`src/verilog/uis_map.svh`:
```
// Register offsets, field positions and reset values of the event block.
`ifndef UIS_MAP_SVH
`define UIS_MAP_SVH
`define UIS_ADDR_W          12
`define UIS_OFS_STATUS      12'h0108
`define UIS_OFS_FRAME       12'h010C
`define UIS_OFS_ENABLE      12'h0110
`define UIS_BIT_MASTER      31
`define UIS_BIT_SETUP       18
`define UIS_BIT_SOF         17
`define UIS_BIT_FAST        16
`define UIS_BIT_SECOND_LO   9
`define UIS_BIT_FIRST_LO    0
`define UIS_STICKY_MASK     32'h0006_FEFF
`define UIS_SOURCE_MASK     32'h0007_FEFF
`define UIS_ENABLE_MASK     32'h8007_FEFF
`define UIS_ZERO_WORD       32'h0000_0000
`define UIS_FRAME_LO        3
`define UIS_UFRAME_LO       0
`define UIS_FRAME_RST       11'h000
`define UIS_UFRAME_RST      3'h0
`endif

```
`src/verilog/uis_pkg.sv`:
```
// Types shared by the event status and frame number block.
package uis_pkg;
   typedef struct packed {
      logic        valid;
      logic [10:0] frame;
      logic [2:0]  uframe;
   } uis_sof_t;

   typedef struct packed {
      logic        wr;
      logic        rd;
      logic [11:0] addr;
      logic [31:0] wdata;
   } uis_req_t;

   typedef enum logic [1:0] {
      UIS_IRQ_IDLE,
      UIS_IRQ_HIGH,
      UIS_IRQ_DROP
   } uis_irq_state_t;
endpackage
```
`src/verilog/uis_event_irq.sv`:
```
// Event status, interrupt line and frame number registers of the device.
//
// How it works
// - Bit 18 latches when a control endpoint setup packet arrives.
// - Bit 17 latches whenever a start-of-frame packet arrives.
// - Bit 16 reads 1 at high speed, 0 at full speed.
// - Bits 15..9 latch second buffer done of endpoints 7..1; bit 8 reserved.
// - Bits 7..0 latch first buffer done of endpoints 7..0.
// - One interrupt output, signalled by a low to high edge.
// - Per-bit enables gate each source; master enable blocks all.
// - Writing 1 to any status bit except bit 16 clears it and its interrupt condition.
// - After reset the interrupt output is low.
// - Interrupt asserts when the master enable is 1 and any status bit and its enable are both 1.
// - Enabling a source whose status is already 1 asserts the interrupt.
// - A status read that clears an enabled bit drops the interrupt.
// - Disabling a source whose status is 1 drops the interrupt.
// - Drop and raise together: drop one cycle, then raise if still due.
// - Frame number reads at bits 13..3; bits 31..14 read zero.
// - Microframe number reads in bits 2..0, loaded from each token.
// - Enable register at 0x0110, master at bit 31, sources as status.
`timescale 1ns/100ps
`include "uis_map.svh"

module uis_event_irq #(
   parameter bit CLR_ON_READ = 1'b1
) (
   input  wire logic             i_clock,
   input  wire logic             i_resetn,
   input  wire uis_pkg::uis_req_t i_req,
   output logic [31:0]           o_reg_rdata,
   input  wire logic             i_setup_rcvd,
   input  wire uis_pkg::uis_sof_t i_sof,
   input  wire logic             i_fast_speed,
   input  wire logic [7:0]       i_first_done,
   input  wire logic [7:1]       i_second_done,
   output logic                  o_irq
);
   import uis_pkg::*;

   logic [31:0]    status_r;
   logic [31:0]    status_nxt;
   logic [31:0]    enable_r;
   logic [31:0]    enable_nxt;
   logic [31:0]    rdata_r;
   logic [31:0]    rdata_nxt;
   logic [10:0]    frame_r;
   logic [10:0]    frame_nxt;
   logic [2:0]     uframe_r;
   logic [2:0]     uframe_nxt;
   uis_irq_state_t irq_state_r;
   uis_irq_state_t irq_state_nxt;
   logic [31:0]    evt_set;
   logic [31:0]    clr;
   logic [31:0]    view;
   logic [31:0]    view_nxt;
   logic           hit_status;
   logic           hit_enable;
   logic           drop;
   logic           due_nxt;

   // Register decode, event capture and clearing.
   always_comb begin
      hit_status = i_req.addr == `UIS_OFS_STATUS;
      hit_enable = i_req.addr == `UIS_OFS_ENABLE;
      evt_set = `UIS_ZERO_WORD;
      evt_set[`UIS_BIT_SETUP] = i_setup_rcvd;
      evt_set[`UIS_BIT_SOF] = i_sof.valid;
      evt_set[`UIS_BIT_SECOND_LO +: 7] = i_second_done;
      evt_set[`UIS_BIT_FIRST_LO +: 8] = i_first_done;
      view = status_r;
      view[`UIS_BIT_FAST] = i_fast_speed;
      clr = `UIS_ZERO_WORD;
      if (i_req.wr && hit_status) begin
         clr = i_req.wdata & `UIS_STICKY_MASK;
      end
      if (i_req.rd && hit_status && CLR_ON_READ) begin
         clr = clr | (status_r & `UIS_STICKY_MASK);
      end
   end

   // Sticky bits; a new event in the clearing cycle keeps its bit set.
   always_comb begin
      status_nxt = ((status_r & ~clr) | evt_set) & `UIS_STICKY_MASK;
      view_nxt = status_nxt;
      view_nxt[`UIS_BIT_FAST] = i_fast_speed;
   end

   // Enable register with its master gate.
   always_comb begin
      enable_nxt = enable_r;
      if (i_req.wr && hit_enable) begin
         enable_nxt = i_req.wdata & `UIS_ENABLE_MASK;
      end
   end

   // Read data path; unmapped offsets read as zero.
   always_comb begin
      rdata_nxt = rdata_r;
      if (i_req.rd) begin
         case (i_req.addr)
            `UIS_OFS_STATUS: begin
               rdata_nxt = view;
            end
            `UIS_OFS_ENABLE: begin
               rdata_nxt = enable_r;
            end
            `UIS_OFS_FRAME: begin
               rdata_nxt = `UIS_ZERO_WORD;
               rdata_nxt[`UIS_FRAME_LO +: 11] = frame_r;
               rdata_nxt[`UIS_UFRAME_LO +: 3] = uframe_r;
            end
            default: begin
               rdata_nxt = `UIS_ZERO_WORD;
            end
         endcase
      end
   end

   // Frame and microframe capture from each token.
   always_comb begin
      frame_nxt = frame_r;
      uframe_nxt = uframe_r;
      if (i_sof.valid) begin
         frame_nxt = i_sof.frame;
         uframe_nxt = i_sof.uframe;
      end
   end

   // Interrupt line sequencing.
   always_comb begin
      drop = 1'b0;
      if (enable_r[`UIS_BIT_MASTER]) begin
         if (|(clr & view & enable_r & `UIS_SOURCE_MASK)) begin
            drop = 1'b1;
         end
         if (|(enable_r & ~enable_nxt & view & `UIS_SOURCE_MASK)) begin
            drop = 1'b1;
         end
      end
      if (enable_r[`UIS_BIT_MASTER] && !enable_nxt[`UIS_BIT_MASTER]) begin
         drop = 1'b1;
      end
      due_nxt = enable_nxt[`UIS_BIT_MASTER] &&
                (|(view_nxt & enable_nxt & `UIS_SOURCE_MASK));
      case (irq_state_r)
         UIS_IRQ_IDLE: begin
            irq_state_nxt = due_nxt ? UIS_IRQ_HIGH : UIS_IRQ_IDLE;
         end
         UIS_IRQ_HIGH: begin
            if (drop) begin
               irq_state_nxt = UIS_IRQ_DROP;
            end else if (due_nxt) begin
               irq_state_nxt = UIS_IRQ_HIGH;
            end else begin
               irq_state_nxt = UIS_IRQ_IDLE;
            end
         end
         UIS_IRQ_DROP: begin
            irq_state_nxt = due_nxt ? UIS_IRQ_HIGH : UIS_IRQ_IDLE;
         end
         default: begin
            irq_state_nxt = UIS_IRQ_IDLE;
         end
      endcase
   end

   // Status register.
   always_ff @(posedge i_clock or negedge i_resetn) begin
      if (!i_resetn) begin
         status_r <= `UIS_ZERO_WORD;
      end else begin
         status_r <= status_nxt;
      end
   end

   // Enable register.
   always_ff @(posedge i_clock or negedge i_resetn) begin
      if (!i_resetn) begin
         enable_r <= `UIS_ZERO_WORD;
      end else begin
         enable_r <= enable_nxt;
      end
   end

   // Read data register.
   always_ff @(posedge i_clock or negedge i_resetn) begin
      if (!i_resetn) begin
         rdata_r <= `UIS_ZERO_WORD;
      end else begin
         rdata_r <= rdata_nxt;
      end
   end

   // Frame and microframe registers.
   always_ff @(posedge i_clock or negedge i_resetn) begin
      if (!i_resetn) begin
         frame_r  <= `UIS_FRAME_RST;
         uframe_r <= `UIS_UFRAME_RST;
      end else begin
         frame_r  <= frame_nxt;
         uframe_r <= uframe_nxt;
      end
   end

   // Interrupt line state.
   always_ff @(posedge i_clock or negedge i_resetn) begin
      if (!i_resetn) begin
         irq_state_r <= UIS_IRQ_IDLE;
      end else begin
         irq_state_r <= irq_state_nxt;
      end
   end

   assign o_reg_rdata = rdata_r;
   assign o_irq = irq_state_r == UIS_IRQ_HIGH;
endmodule // uis_event_irq

```
`config.mk`:
```
export PLATFORM = sky130hd
export DESIGN_NAME = uis_event_irq
export DESIGN_NICKNAME = d
export VERILOG_FILES = /design/src/verilog/uis_pkg.sv /design/src/verilog/uis_event_irq.sv
export VERILOG_INCLUDE_DIRS = /design/src /design/src/verilog
export SDC_FILE = /design/constraint.sdc
export NUM_CORES = 1
export LEC_CHECK = 0
export BUFFER_PORTS_ARGS = -buffer_cell sky130_fd_sc_hd__buf_4
export CAP_MARGIN = 40
export CORE_MARGIN = 1.5
export CORE_UTILIZATION = 47
export CTS_CLUSTER_SIZE = 30
export DETAILED_ROUTE_END_ITERATION = 8
export PLACE_DENSITY_LB_ADDON = 0.08
export SETUP_SLACK_MARGIN = 0.4
export SLEW_MARGIN = 40
export SYNTH_ARGS = -nofsm -noshare
export SYNTH_HDL_FRONTEND = slang
export SYNTH_SLANG_ARGS = --single-unit
```
`constraint.sdc`:
```
create_clock -name i_clock -period 1.64 [get_ports i_clock]
set_clock_uncertainty 0.05 [all_clocks]
set_input_delay 0.082 -clock i_clock [delete_from_list [all_inputs] [get_ports i_clock]]
set_output_delay 0.082 -clock i_clock [all_outputs]
set_load 0.01 [all_outputs]
```
# Yosys cells after proc, flatten, opt, wreduce, memory -nomap -nowiden
# Cells that the tools add are included.
# totals
reg_bits	97
input_bits	80
out_inout_bits	33
# classes
eq_ne	5
muxes	11
bitwise	10
n_reduce_logical	11
# op_table
cell	n
$and 19x19->19	6
$pmux 32 s3	1
$reduce_or 18->1	3
$mux 19	2
$not 19->19	2
$or 19x19->19	2
$eq 12x9->1 const B	3
$mux 32	1
$logic_and 1x1->1	5
$mux 1	5
$pmux 2 s2	1
$eq 2x1->1 const B	1
$eq 2x2->1 const B	1
$logic_not 2->1	1
$mux 2	1
$reduce_or 2->1	1
$logic_not 1->1	1

# Depth between registers and ports, before layout
# Gate-level depths: netlist of the first run.
# logic_depth
word_depth	14
depth_mapped	9
mapped_depth_nobuf	7

# Least setup slack after synthesis of the first run
# No wires, ideal clock.
# synth_path
path_type	input port to flip-flop
startpoint	in i_req[41] (netlist name)
endpoint	reg irq_state_r[0]
arrival_ps	1773
t_required_ps	1460
path_slack_ps	-313
cell_stages	7
path_buffers	0
cell_sequence	nor4b_2 and3_1 nand2_2 mux2_4 a2111o_1 a2111oi_2 a21oi_1
# synth_lines
element	line	rtl
from (decl)	uis_event_irq.sv:29	input wire uis_pkg::uis_req_t i_req,
$eq 12x9->1 *	-	
$logic_and 1x1->1 *	uis_event_irq.sv:91	if (i_req.wr && hit_enable) begin
$mux 32 *	uis_event_irq.sv:91	
net enable_nxt[4]	uis_event_irq.sv:43	logic [31:0] enable_nxt;
$not 19->19	uis_event_irq.sv:136	if (|(enable_r & ~enable_nxt & view & `UIS_SOURCE_MASK)) begin
$and 19x19->19 (2 in series)	uis_event_irq.sv:136	
$reduce_or 18->1	uis_event_irq.sv:136	
$mux 1	uis_event_irq.sv:136	
$mux 1	uis_event_irq.sv:132	if (enable_r[`UIS_BIT_MASTER]) begin
$mux 1	uis_event_irq.sv:140	if (enable_r[`UIS_BIT_MASTER] && !enable_nxt[`UIS_BIT_MASTER]) begin
$mux 2	uis_event_irq.sv:150	if (drop) begin
$pmux 2 s2 *	uis_event_irq.sv:145	case (irq_state_r)
net irq_state_nxt[0]	uis_event_irq.sv:51	uis_irq_state_t irq_state_nxt;
to (signal assigned)	uis_event_irq.sv:210	irq_state_r <= irq_state_nxt;
to (decl)	uis_event_irq.sv:50	uis_irq_state_t irq_state_r;
# The timed path passes the listed nets; every way through them passes the cells marked *.
# A chain may end at the register's enable or synchronous reset.

# Worst setup path in the final report of the first run
# layout_path
startpoint	in i_req[42] (netlist name)
endpoint	reg irq_state_r[0]
# layout_via
elab_chain_cells	14
# layout_lines
element	line	rtl
$eq 12x9->1	-	
$logic_and 1x1->1	uis_event_irq.sv:73	if (i_req.wr && hit_status) begin
$mux 19	uis_event_irq.sv:73	
$or 19x19->19	uis_event_irq.sv:77	clr = clr | (status_r & `UIS_STICKY_MASK);
$mux 19	uis_event_irq.sv:76	if (i_req.rd && hit_status && CLR_ON_READ) begin
$and 19x19->19 / $not 19->19 (equally long branches)	uis_event_irq.sv:133, uis_event_irq.sv:83	
$and 19x19->19, on equally long branches	uis_event_irq.sv:133, uis_event_irq.sv:83	
$reduce_or 18->1 / $or 19x19->19 (equally long branches)	uis_event_irq.sv:133, uis_event_irq.sv:83	
$mux 1 / $and 19x19->19 (equally long branches)	uis_event_irq.sv:133, uis_event_irq.sv:144	
$mux 1 / $reduce_or 18->1 (equally long branches)	uis_event_irq.sv:136, uis_event_irq.sv:144	
$mux 1 / $logic_and 1x1->1 (equally long branches)	uis_event_irq.sv:132, uis_event_irq.sv:143	
$mux 1, on equally long branches	-	
$mux 2	uis_event_irq.sv:150	
$pmux 2 s2 *	uis_event_irq.sv:145	
net irq_state_nxt[0]	uis_event_irq.sv:51	
# Marks and branches as above.

==> results of run 1 <==
## power by group
group          total, uW  internal (uW)  switching [uW]
sequential          1870           1840            27.4
combinational        466            248             218
clock               1360            637             723
total               3700           2730             968
## routing by layer
metal / routed length, um / vias up / share of wire
met5: 0 / - / 0
met4: 420 / 0 / 0.030
met3: 907 / 34 / 0.065
met2: 7015 / 172 / 0.50
met1: 5707 / 2024 / 0.41
li1: - / 1831 / -
## critical path, cell delays in order
cell       delay, ns
buf_6           0.10
nor4b_4         0.37
nand3_2         0.20
buf_4           0.18
o21ai_0         0.25
a221oi_1        0.13
a2111o_1        0.41
a2111oi_2       0.21
a21oi_1         0.11
## flip-flops by register name (all words and copies together) (netlist names)
name / count
o_reg_rdata: 20
irq_state_r: 2
status_r: 17
enable_r: 20
frame_r: 11
uframe_r: 3
## final timing paths
path	to	slack (ns)
worst max-delay path	irq_state_r[0]	-0.21
worst min-delay path	status_r[1]	-0.04
worst max register to register	irq_state_r[0]	-0.17
worst min register to register	o_reg_rdata[4]	0.45
max in group asynchronous	enable_r[15]	0.90
min in group asynchronous	o_reg_rdata[5]	0.09
## synthesized netlist by cell type, types with 2 or more instances
cell type | number | share of area
a21boi_0 | 2 | 0.0040
nand3_1 | 19 | 0.025
a31oi_1 | 6 | 0.0099
clkbuf_1 | 14 | 0.014
and2_1 | 3 | 0.0050
a221oi_1 | 15 | 0.035
a222oi_1 | 13 | 0.034
or2_2 | 4 | 0.0066
and3_1 | 7 | 0.012
a21o_1 | 10 | 0.020
dfrtp_1 | 73 | 0.48
nor2_1 | 39 | 0.039
nor3_1 | 3 | 0.0040
nor2b_1 | 2 | 0.0033
and4_1 | 3 | 0.0069
buf_4 | 15 | 0.030
nor4_1 | 2 | 0.0033
buf_2 | 3 | 0.0040
o21a_1 | 2 | 0.0040
a21oi_1 | 21 | 0.028
mux2_2 | 21 | 0.062
mux2_4 | 2 | 0.0079
nand2_1 | 33 | 0.033
inv_1 | 4 | 0.0040
o22ai_1 | 9 | 0.015
o21ai_0 | 18 | 0.024
o2bb2ai_1 | 13 | 0.030
nand4_1 | 3 | 0.0050
## final cells by class
type | instances | area (um2)
clock buffers | 11 | 151.4
clock inverters | 5 | 38.79
fillers | 506 | 1607
inverters | 4 | 15.01
multi-input cells | 281 | 2101
flip-flops and latches | 73 | 1828
well taps | 102 | 127.6
repair buffers | 219 | 1899
## through the flow
step | cells | util | setup WS (ns) | setup TNS (ns) | area, um2
5_1_grt | 695 | 0.7932 | -0.3227 | -2.252 | 6161
4_1_cts | 682 | 0.7542 | -0.1452 | -0.3153 | 5858
3_3_place_gp | 636 | 0.6680 | -0.5446 | -6.752 | 5189
2_1_floorplan | 390 | - | -0.2742 | -1.023 | 3896
6_report | 695 | 0.7932 | -0.2146 | -0.5883 | 6161
3_5_place_dp | 636 | 0.6680 | -0.6458 | -8.325 | 5189
## cell families (layout without fill, tap and decap cells)
logic type             count (synthesis)  after routing  share of synthesized area
buffers and inverters                 36            239                    0.05150
and+or+nand+nor                      128            128                     0.1687
DFF                                   73             73                     0.4820
AOI/OAI and AO/OA                    118            118                     0.2265
muxes                                 23             23                    0.07032
other                                  1             12                  0.0009895
## what timing repair did
action,CTS,global route
gates resized for setup,47,48
pin swaps,23,27
hold endpoints to repair,115,20
setup buffers,10,12
cloned,0,1
endpoints found under the setup margin,30,32
==> impl_metrics.toml, run 1 <==
[finish]
syn2layout_area_growth_pct = 62.56
antennaDiodeCount = 0
layout_common_cells = "buf_4 (164), dfrtp_1 (72), nor2_1 (37), nand2_1 (26), buf_6 (26)"
final_common_cell = "buf_4"
final_layout_size_suffix_gt1_frac = 0.4840
fin_nets = 668

[min_path]
worstHoldStart = "i_first_done[1]"
hold_class = "input port to flip-flop"
holdPathStages = 3

[global_routing]
overflow = 0
grt_max_degree = 40
grt_pass1_wl_um = 21170
antenna_found_initial = 0
grtUsageTotal = 0.3252
use_met3 = 0.05419
use_met1 = 0.4089
use_met2 = 0.5505
grt_pass1_vias = 4106
busiest_layer = "met2"

[yosys]
synthDistinctLibCells = 48
synth_cells = 379
ys.flop_type = "dfrtp_1"
synth_seq_cells = 73
syn_area_per_cell_um2 = 10.00
seq_area_frac_synth = 0.4820
ys_warn_count = 0
async_flop_share = 1.000
netlist_area_mm2 = 0.003790
synth_edf_count = 0

[cts]
cts_buffer_depth = 2
root_buffer = "clkbuf_8"
cts_tree = "built"
clk_latency_ns = 0.35
cts.reportedPaths.clkPinSlew_ns = 0.08
cts_hold_buffers = 20
clock-sinks = 73
ctsHtreeMaxLevel = 3
cts_buffers = 9

[critical_path]
path_max_fanout = 4
setup.worst_path.start = "i_req[42]"
critPathCaptureType = "flip-flop"
ff2ff_path_depth = 7
critPathLaunchType = "input port"
reg2reg_from = "status_r[13]"
crit_required_ns = 1.82
critPathArrivalTime_ns = 2.04
path_class = "input port to flip-flop"

[place]
port_buffers = 87
hpwl_um = 9951
gp_congestion = 0.9843

[floorplanning]
io_pins = 113
placementRows = 32
die_h_um = 92.80
fp.dieArea_mm2 = 0.008611
core_mm2 = 0.007767
die_x_um = 92.80
initial_core_util = 0.4879

[drt]
routedWlPerCell_um = 20.22
drt-initial-drc-count = 237
drcViolationCount = 0
vias_per_cell = 5.843
vias = 4061
wl_um = 14050
first_pass_iters = 5
ant_nets = 0

[sta]
timing.hold.ws_ns = -0.04442
finalCritPeriodShare = 1.131
setup_viol = 14
relSlewSlack = 0.6357
max_freq_ghz = 0.5392
worst_slack_ns = -0.2146
tightest_slew_ns = 0.5465
hold_viol = 19
fin_crit_ns = 1.855
drv_slew = 0
grt_setup_unrepaired = "true"

[power]
peakVddDrop_mv = 0.4307
powerDensity_mw_per_mm2 = 600.2
power.total_uw = 3698
power_leakage_uw = 0.002871

[status]
violations = "negative hold slack, negative setup slack"
outcome = "finished with violations"

[job]
timing.max_cap.violations = 0
Note: power is estimated with default switching activity, not from simulation.
==> inputs of run 2 (changes only) <==
--- a/config.mk
+++ b/config.mk
@@ -6,10 +6,11 @@
 export SDC_FILE = /design/constraint.sdc
 export NUM_CORES = 1
 export LEC_CHECK = 0
+export ABC_AREA = 1
 export BUFFER_PORTS_ARGS = -buffer_cell sky130_fd_sc_hd__buf_4
 export CAP_MARGIN = 40
 export CORE_MARGIN = 1.5
-export CORE_UTILIZATION = 47
+export CORE_UTILIZATION = 48
 export CTS_CLUSTER_SIZE = 30
 export DETAILED_ROUTE_END_ITERATION = 8
 export PLACE_DENSITY_LB_ADDON = 0.08
==> impl_metrics.toml, run 2 <==
[global_routing]
use_met1 = 0.4198
busiest_layer = "met2"
grt_max_degree = 37
grt_pass1_wl_um = 22540
grtUsageTotal = 0.2992
use_met3 = 0.02908
use_met2 = 0.4899
overflow = 0
antenna_found_initial = 0
grt_pass1_vias = 4518

[job]
timing.max_cap.violations = 0

[finish]
antennaDiodeCount = 0
fin_cells = 873
fin_nets = 841
fillers = 725
final_common_cell = "nand2_1"
final_layout_size_suffix_gt1_frac = 0.3281
layout_common_cells = "nand2_1 (160), buf_4 (142), inv_1 (80), dfrtp_1 (72), nor2_1 (36)"
syn2layout_area_growth_pct = 44.62

[cts]
cts_buffer_depth = 2
ctsHtreeMaxLevel = 3
clock-sinks = 73
cts.reportedPaths.clkPinSlew_ns = 0.08
cts_hold_buffers = 30
cts_buffers = 9
clk_latency_ns = 0.35
cts_tree = "built"
root_buffer = "clkbuf_8"

[sta]
timing.hold.ws_ns = -0.1067
setup_viol = 0
fin_crit_ns = 1.506
grt_setup_unrepaired = "true"
max_freq_ghz = 0.6640
finalCritPeriodShare = 0.9184
setup_tns_ns = 0
hold_viol = 4
drv_slew = 0

[critical_path]
worstPathCellList = "nand2_1 -> nor3_1 -> nor2_1 -> nand2_1 -> nor2_1 -> nand2_1 -> nor2_1 -> nand2_1 -> nand2_2 -> nor3_2"
critPathMostFrequentCell = "nand2_1"
crit_required_ns = 1.86
cp_slowest_cell = "dfrtp_2"
crit_family = "simple AND/OR/NAND/NOR gates"
slowest_delay_ns = 0.45
critPathArrivalTime_ns = 1.72
path_max_fanout = 4
critPathLaunchType = "flip-flop"
critPathCaptureType = "flip-flop"
path_class = "flip-flop to flip-flop"
cp_num_buf_inv = 0

[drt]
wl_um = 13950
vias = 4557
drcViolationCount = 8
first_pass_iters = 7
routedWlPerCell_um = 15.98
drt-initial-drc-count = 372
vias_per_cell = 5.220
ant_nets = 0

[power]
combinationalPowerShare = 0.117
power_frac_clock = 0.429
intPower_uw = 3072
p_switching_uw = 985.2
power_leakage_uw = 0.003477
peakVddDrop_mv = 0.3369
p_seq_frac = 0.454
powerDensity_mw_per_mm2 = 638.4
switching_share = 0.2429
power.total_uw = 4057

[place]
gp_congestion = 0.8850
port_buffers = 87
place_inst = 813
hpwl_um = 10310

[yosys]
seq_area_frac_synth = 0.4157
synthMostInstantiatedCell = "nand2_1"
yosysTopAreaCellShare = 0.4157
async_flop_share = 1.000
yosys.area.top_type = "dfrtp_1"
synth_seq_cells = 73
syn_area_per_cell_um2 = 7.524
synth_cells = 584
netlist_area_mm2 = 0.004394
synthDistinctLibCells = 35
ys_top_cells_by_count = "nand2_1 (162), inv_1 (82), dfrtp_1 (73), nor2_1 (44), nand4_1 (33)"
synth_edf_count = 0
ys.flop_type = "dfrtp_1"
ys_warn_count = 0
synthTopCellsByArea = "dfrtp_1 (42%), nand2_1 (14%), inv_1 (7.0%)"

[floorplanning]
placementRows = 34
die_x_um = 98.68
core_mm2 = 0.008806
initial_core_util = 0.4990
fp.dieArea_mm2 = 0.009738
io_pins = 113
die_h_um = 98.68

[status]
outcome = "finished with violations"
violations = "design-rule violations, negative hold slack"

[min_path]
hold_class = "input port to flip-flop"
[run 2: changes by cell type after synthesis, moves of 14 or more]
cell / previous run / this run
inv_1: 4 / 82
nand2_1: 33 / 162
a221oi_1: 15 / 0
mux2_2: 21 / 0
nand4_1: 3 / 33
o21ai_0: 18 / 32
[run 2: kinds of logic after synthesis]
family,count (synthesis),synth area share
other cells,1,0.0008534
flops,73,0.4157
simple gates,302,0.3343
buf+inv,124,0.1298
compound gates,84,0.1193
[run 2: layer usage]
metal	part of all wire	routed length, um	vias to the layer above
li1	-	-	2220
met1	0.45	6334	2110
met2	0.46	6484	205
met3	0.065	909	22
met4	0.016	219	0
met5	0	0	-
[run 2: worst register-to-register path: cells and delay by family, from the launching register on]
family           cells  cell delay (ns)
flip-flops           1             0.45
AND/OR/NAND/NOR     10             0.93
[run 2: path summary, 6_finish.rpt]
| path | startpoint | endpoint | slack (ns) | cells after the start |
|---|---|---|---|---|
| setup / recovery | status_r[0] | irq_state_r[1] | 0.13 | 10 |
| hold / removal | i_first_done[5] | status_r[5] | -0.11 | 3 |
| setup reg to reg | status_r[0] | irq_state_r[1] | 0.13 | 10 |
| hold reg to reg | irq_state_r[1] | irq_state_r[1] | 0.42 | 1 |
| max in group asynchronous | i_resetn | status_r[0] | 0.84 | 3 |
| min in group asynchronous | i_resetn | frame_r[5] | 0.11 | 2 |
[run 2: final cells by class]
class | instances | area (um2) | share of cell area
clock buffer | 9 | 123.9 | 0.01949
clock inverter | 6 | 115.1 | 0.01811
inverter | 87 | 330.3 | 0.05198
multi-input combinational | 398 | 2167 | 0.3410
sequential | 73 | 1828 | 0.2877
tap | 108 | 135.1 | 0.02126
timing repair buffer | 192 | 1655 | 0.2605
[run 2: per-stage QoR]
step | area, um2 | util | hold slack [ns] | setup slack [ns]
after floorplan | 4506 | - | -0.2636 | 0.1617
after global placement | 5565 | 0.6320 | -0.07425 | -0.2168
after detailed placement | 5565 | 0.6320 | -0.07203 | -0.2185
after CTS | 6222 | 0.7066 | -0.1183 | 0.1888
after global routing | 6355 | 0.7217 | -0.1042 | 0.04526
final | 6355 | 0.7217 | -0.1067 | 0.1339
[run 2: what timing repair did]
| item | in CTS | in global routing |
|---|---|---|
| resized for setup | 12 | 27 |
| endpoints found under the hold margin | 108 | 4 |
| endpoints found under the setup margin | 2 | 10 |
| setup buffers | 11 | 3 |
| gates cloned | 0 | 1 |
| pin swaps | 8 | 15 |
[run 2: power by group through the flow]
stage / sequential [uW] / clock [uW] / combinational, uW
2_1_floorplan: 1880 / 0 / 166
3_3_place_gp: 1880 / 0 / 396
3_5_place_dp: 1880 / 0 / 402
4_1_cts: 1840 / 1760 / 464
5_1_grt: 1850 / 1830 / 518
6_report: 1840 / 1740 / 473
==> inputs of run 3 (changes only) <==
--- a/config.mk
+++ b/config.mk
@@ -13,6 +13,7 @@
 export CORE_UTILIZATION = 48
 export CTS_CLUSTER_SIZE = 30
 export DETAILED_ROUTE_END_ITERATION = 8
+export MAX_ROUTING_LAYER = met4
 export PLACE_DENSITY_LB_ADDON = 0.08
 export SETUP_SLACK_MARGIN = 0.4
 export SLEW_MARGIN = 40
==> impl_metrics.toml, run 3 (synthesis results as in run 2) <==
[drt]
drcViolationCount = 8
routedWlPerCell_um = 16.06
first_pass_iters = 9
ant_nets = 0
wl_um = 13970
drt-initial-drc-count = 246
vias_per_cell = 5.210
vias = 4533

[global_routing]
overflow = 0
antenna_found_initial = 0
grt_pass1_vias = 4512
grt_max_degree = 41
grtUsageTotal = 0.3035
grt_pass1_wl_um = 22330

[power]
powerDensity_mw_per_mm2 = 609.2
peakVddDrop_mv = 0.4368
power_leakage_uw = 0.003492

[finish]
layout_common_cells = "nand2_1 (151), buf_4 (141), inv_1 (81), dfrtp_1 (71)"
fillers = 714
antennaDiodeCount = 0
multi_input_area_mm2 = 0.002303
seq_area_mm2 = 0.001829
fin_nets = 838
final_layout_size_suffix_gt1_frac = 0.3609
fin_area_mm2 = 0.006435
syn2layout_area_growth_pct = 46.44
final_common_cell = "nand2_1"

[place]
pre_cts_ws_ns = -0.2372
port_buffers = 87
gp_congestion = 0.9200
hpwl_um = 10090
placed_area_mm2 = 0.005518

[status]
outcome = "finished with violations"
violations = "design-rule violations, negative hold slack"

[cts]
ctsHtreeMaxLevel = 3
root_buffer = "clkbuf_8"
clk_latency_ns = 0.35
cts.reportedPaths.clkPinSlew_ns = 0.08
cts_tree = "built"
cts_hold_buffers = 29
clock-sinks = 73
cts_buffers = 9
cts_buffer_depth = 2

[critical_path]
critPathCaptureType = "flip-flop"
ff2ff_setup_slack_ns = 0.09
reg2reg_from = "status_r[9]"
path_max_fanout = 4
ff2ff_path_depth = 11
crit_required_ns = 1.87
path_class = "flip-flop to flip-flop"
critPathArrivalTime_ns = 1.78
critPathLaunchType = "flip-flop"
reg2reg_to = "irq_state_r[0]"

[floorplanning]
io_pins = 113
core_mm2 = 0.008806
die_h_um = 98.68
die_x_um = 98.68
fp.dieArea_mm2 = 0.009738
initial_core_util = 0.4990
placementRows = 34

[job]
timing.max_cap.violations = 0

[sta]
timing.hold.ws_ns = -0.09165
fin_crit_ns = 1.550
finalCritPeriodShare = 0.9450
grt_setup_unrepaired = "true"
drv_slew = 0
max_freq_ghz = 0.6453
hold_viol = 3
setup_viol = 0
worst_slack_ns = 0.09023
setup_tns_ns = 0

[min_path]
worstHoldStart = "i_second_done[3]"
min_to = "status_r[11]"
holdPathStages = 3
hold_class = "input port to flip-flop"
[run 3: cell types whose count changed in the layout (fill, tap and decap cells not counted), moves of 3 or more]
cell      before  now
nor3_1         7    4
nor2_1        36   33
nand2_2        9   15
clkinv_4       0    3
nor3_2         2    5
nand2_1      160  151
nand3_1       17   13
o22ai_1        3    0
nand3_2       12   16
[run 3: per-stage QoR]
stage / total power, uW / instances / util
final: 3920 / 870 / 0.7307
after global routing: 4050 / 870 / 0.7307
after CTS: 3901 / 860 / 0.6935
after detailed placement: 2274 / 810 / 0.6266
after global placement: 2267 / 810 / 0.6266
after floorplan: 2042 / 595 / -
[run 3: how the worst max path moves through the flow]
stage	start	end	slack, ns	cells past startpoint
CTS	enable_r[4]	irq_state_r[0]	0.15	11
global placement	i_req[33]	irq_state_r[0]	-0.19	14
floorplan	i_req[35]	irq_state_r[0]	0.16	14
detailed placement	i_req[34]	irq_state_r[0]	-0.24	14
finish	status_r[9]	irq_state_r[0]	0.09	11
global route	status_r[0]	irq_state_r[0]	-0.03	11
[run 3: area by class of cell]
class	instances	share of cell area
sequential	73	0.2843
timing repair buffer	189	0.2516
clock buffer	9	0.01925
clock inverter	6	0.01458
tap	108	0.02100
inverter	87	0.05133
multi-input combinational	398	0.3580
[run 3: layer usage]
metal  track usage  share of wire
met5             -              0
met4       0.08571          0.017
met3       0.03830          0.056
met2        0.4925           0.47
met1        0.4030           0.45
[run 3: timing repair]
action,CTS,global route
buffers inserted,6,9
setup endpoints to repair,4,13
gates resized for setup,11,65
endpoints found under the hold margin,66,4
gates cloned,0,1
pin swaps,3,41
[run 3: power by group]
part           internal [uW]  leakage (uW)  switching [uW]
sequential              1830      0.000863            11.3
combinational            233       0.00252             252
clock                    856      0.000105             736
total                   2920       0.00349             999
[run 3: critical path: stages, from the launching register on]
cell and delay [ns]:
dfrtp_1 0.44, nand2_1 0.10, nor3_1 0.05, nor2_1 0.16, nand2_1 0.07, nor2_1 0.10
nand2_1 0.07, nor2_2 0.12, nand2_2 0.06, nand2_2 0.08, nand2_2 0.05, a21oi_2 0.13
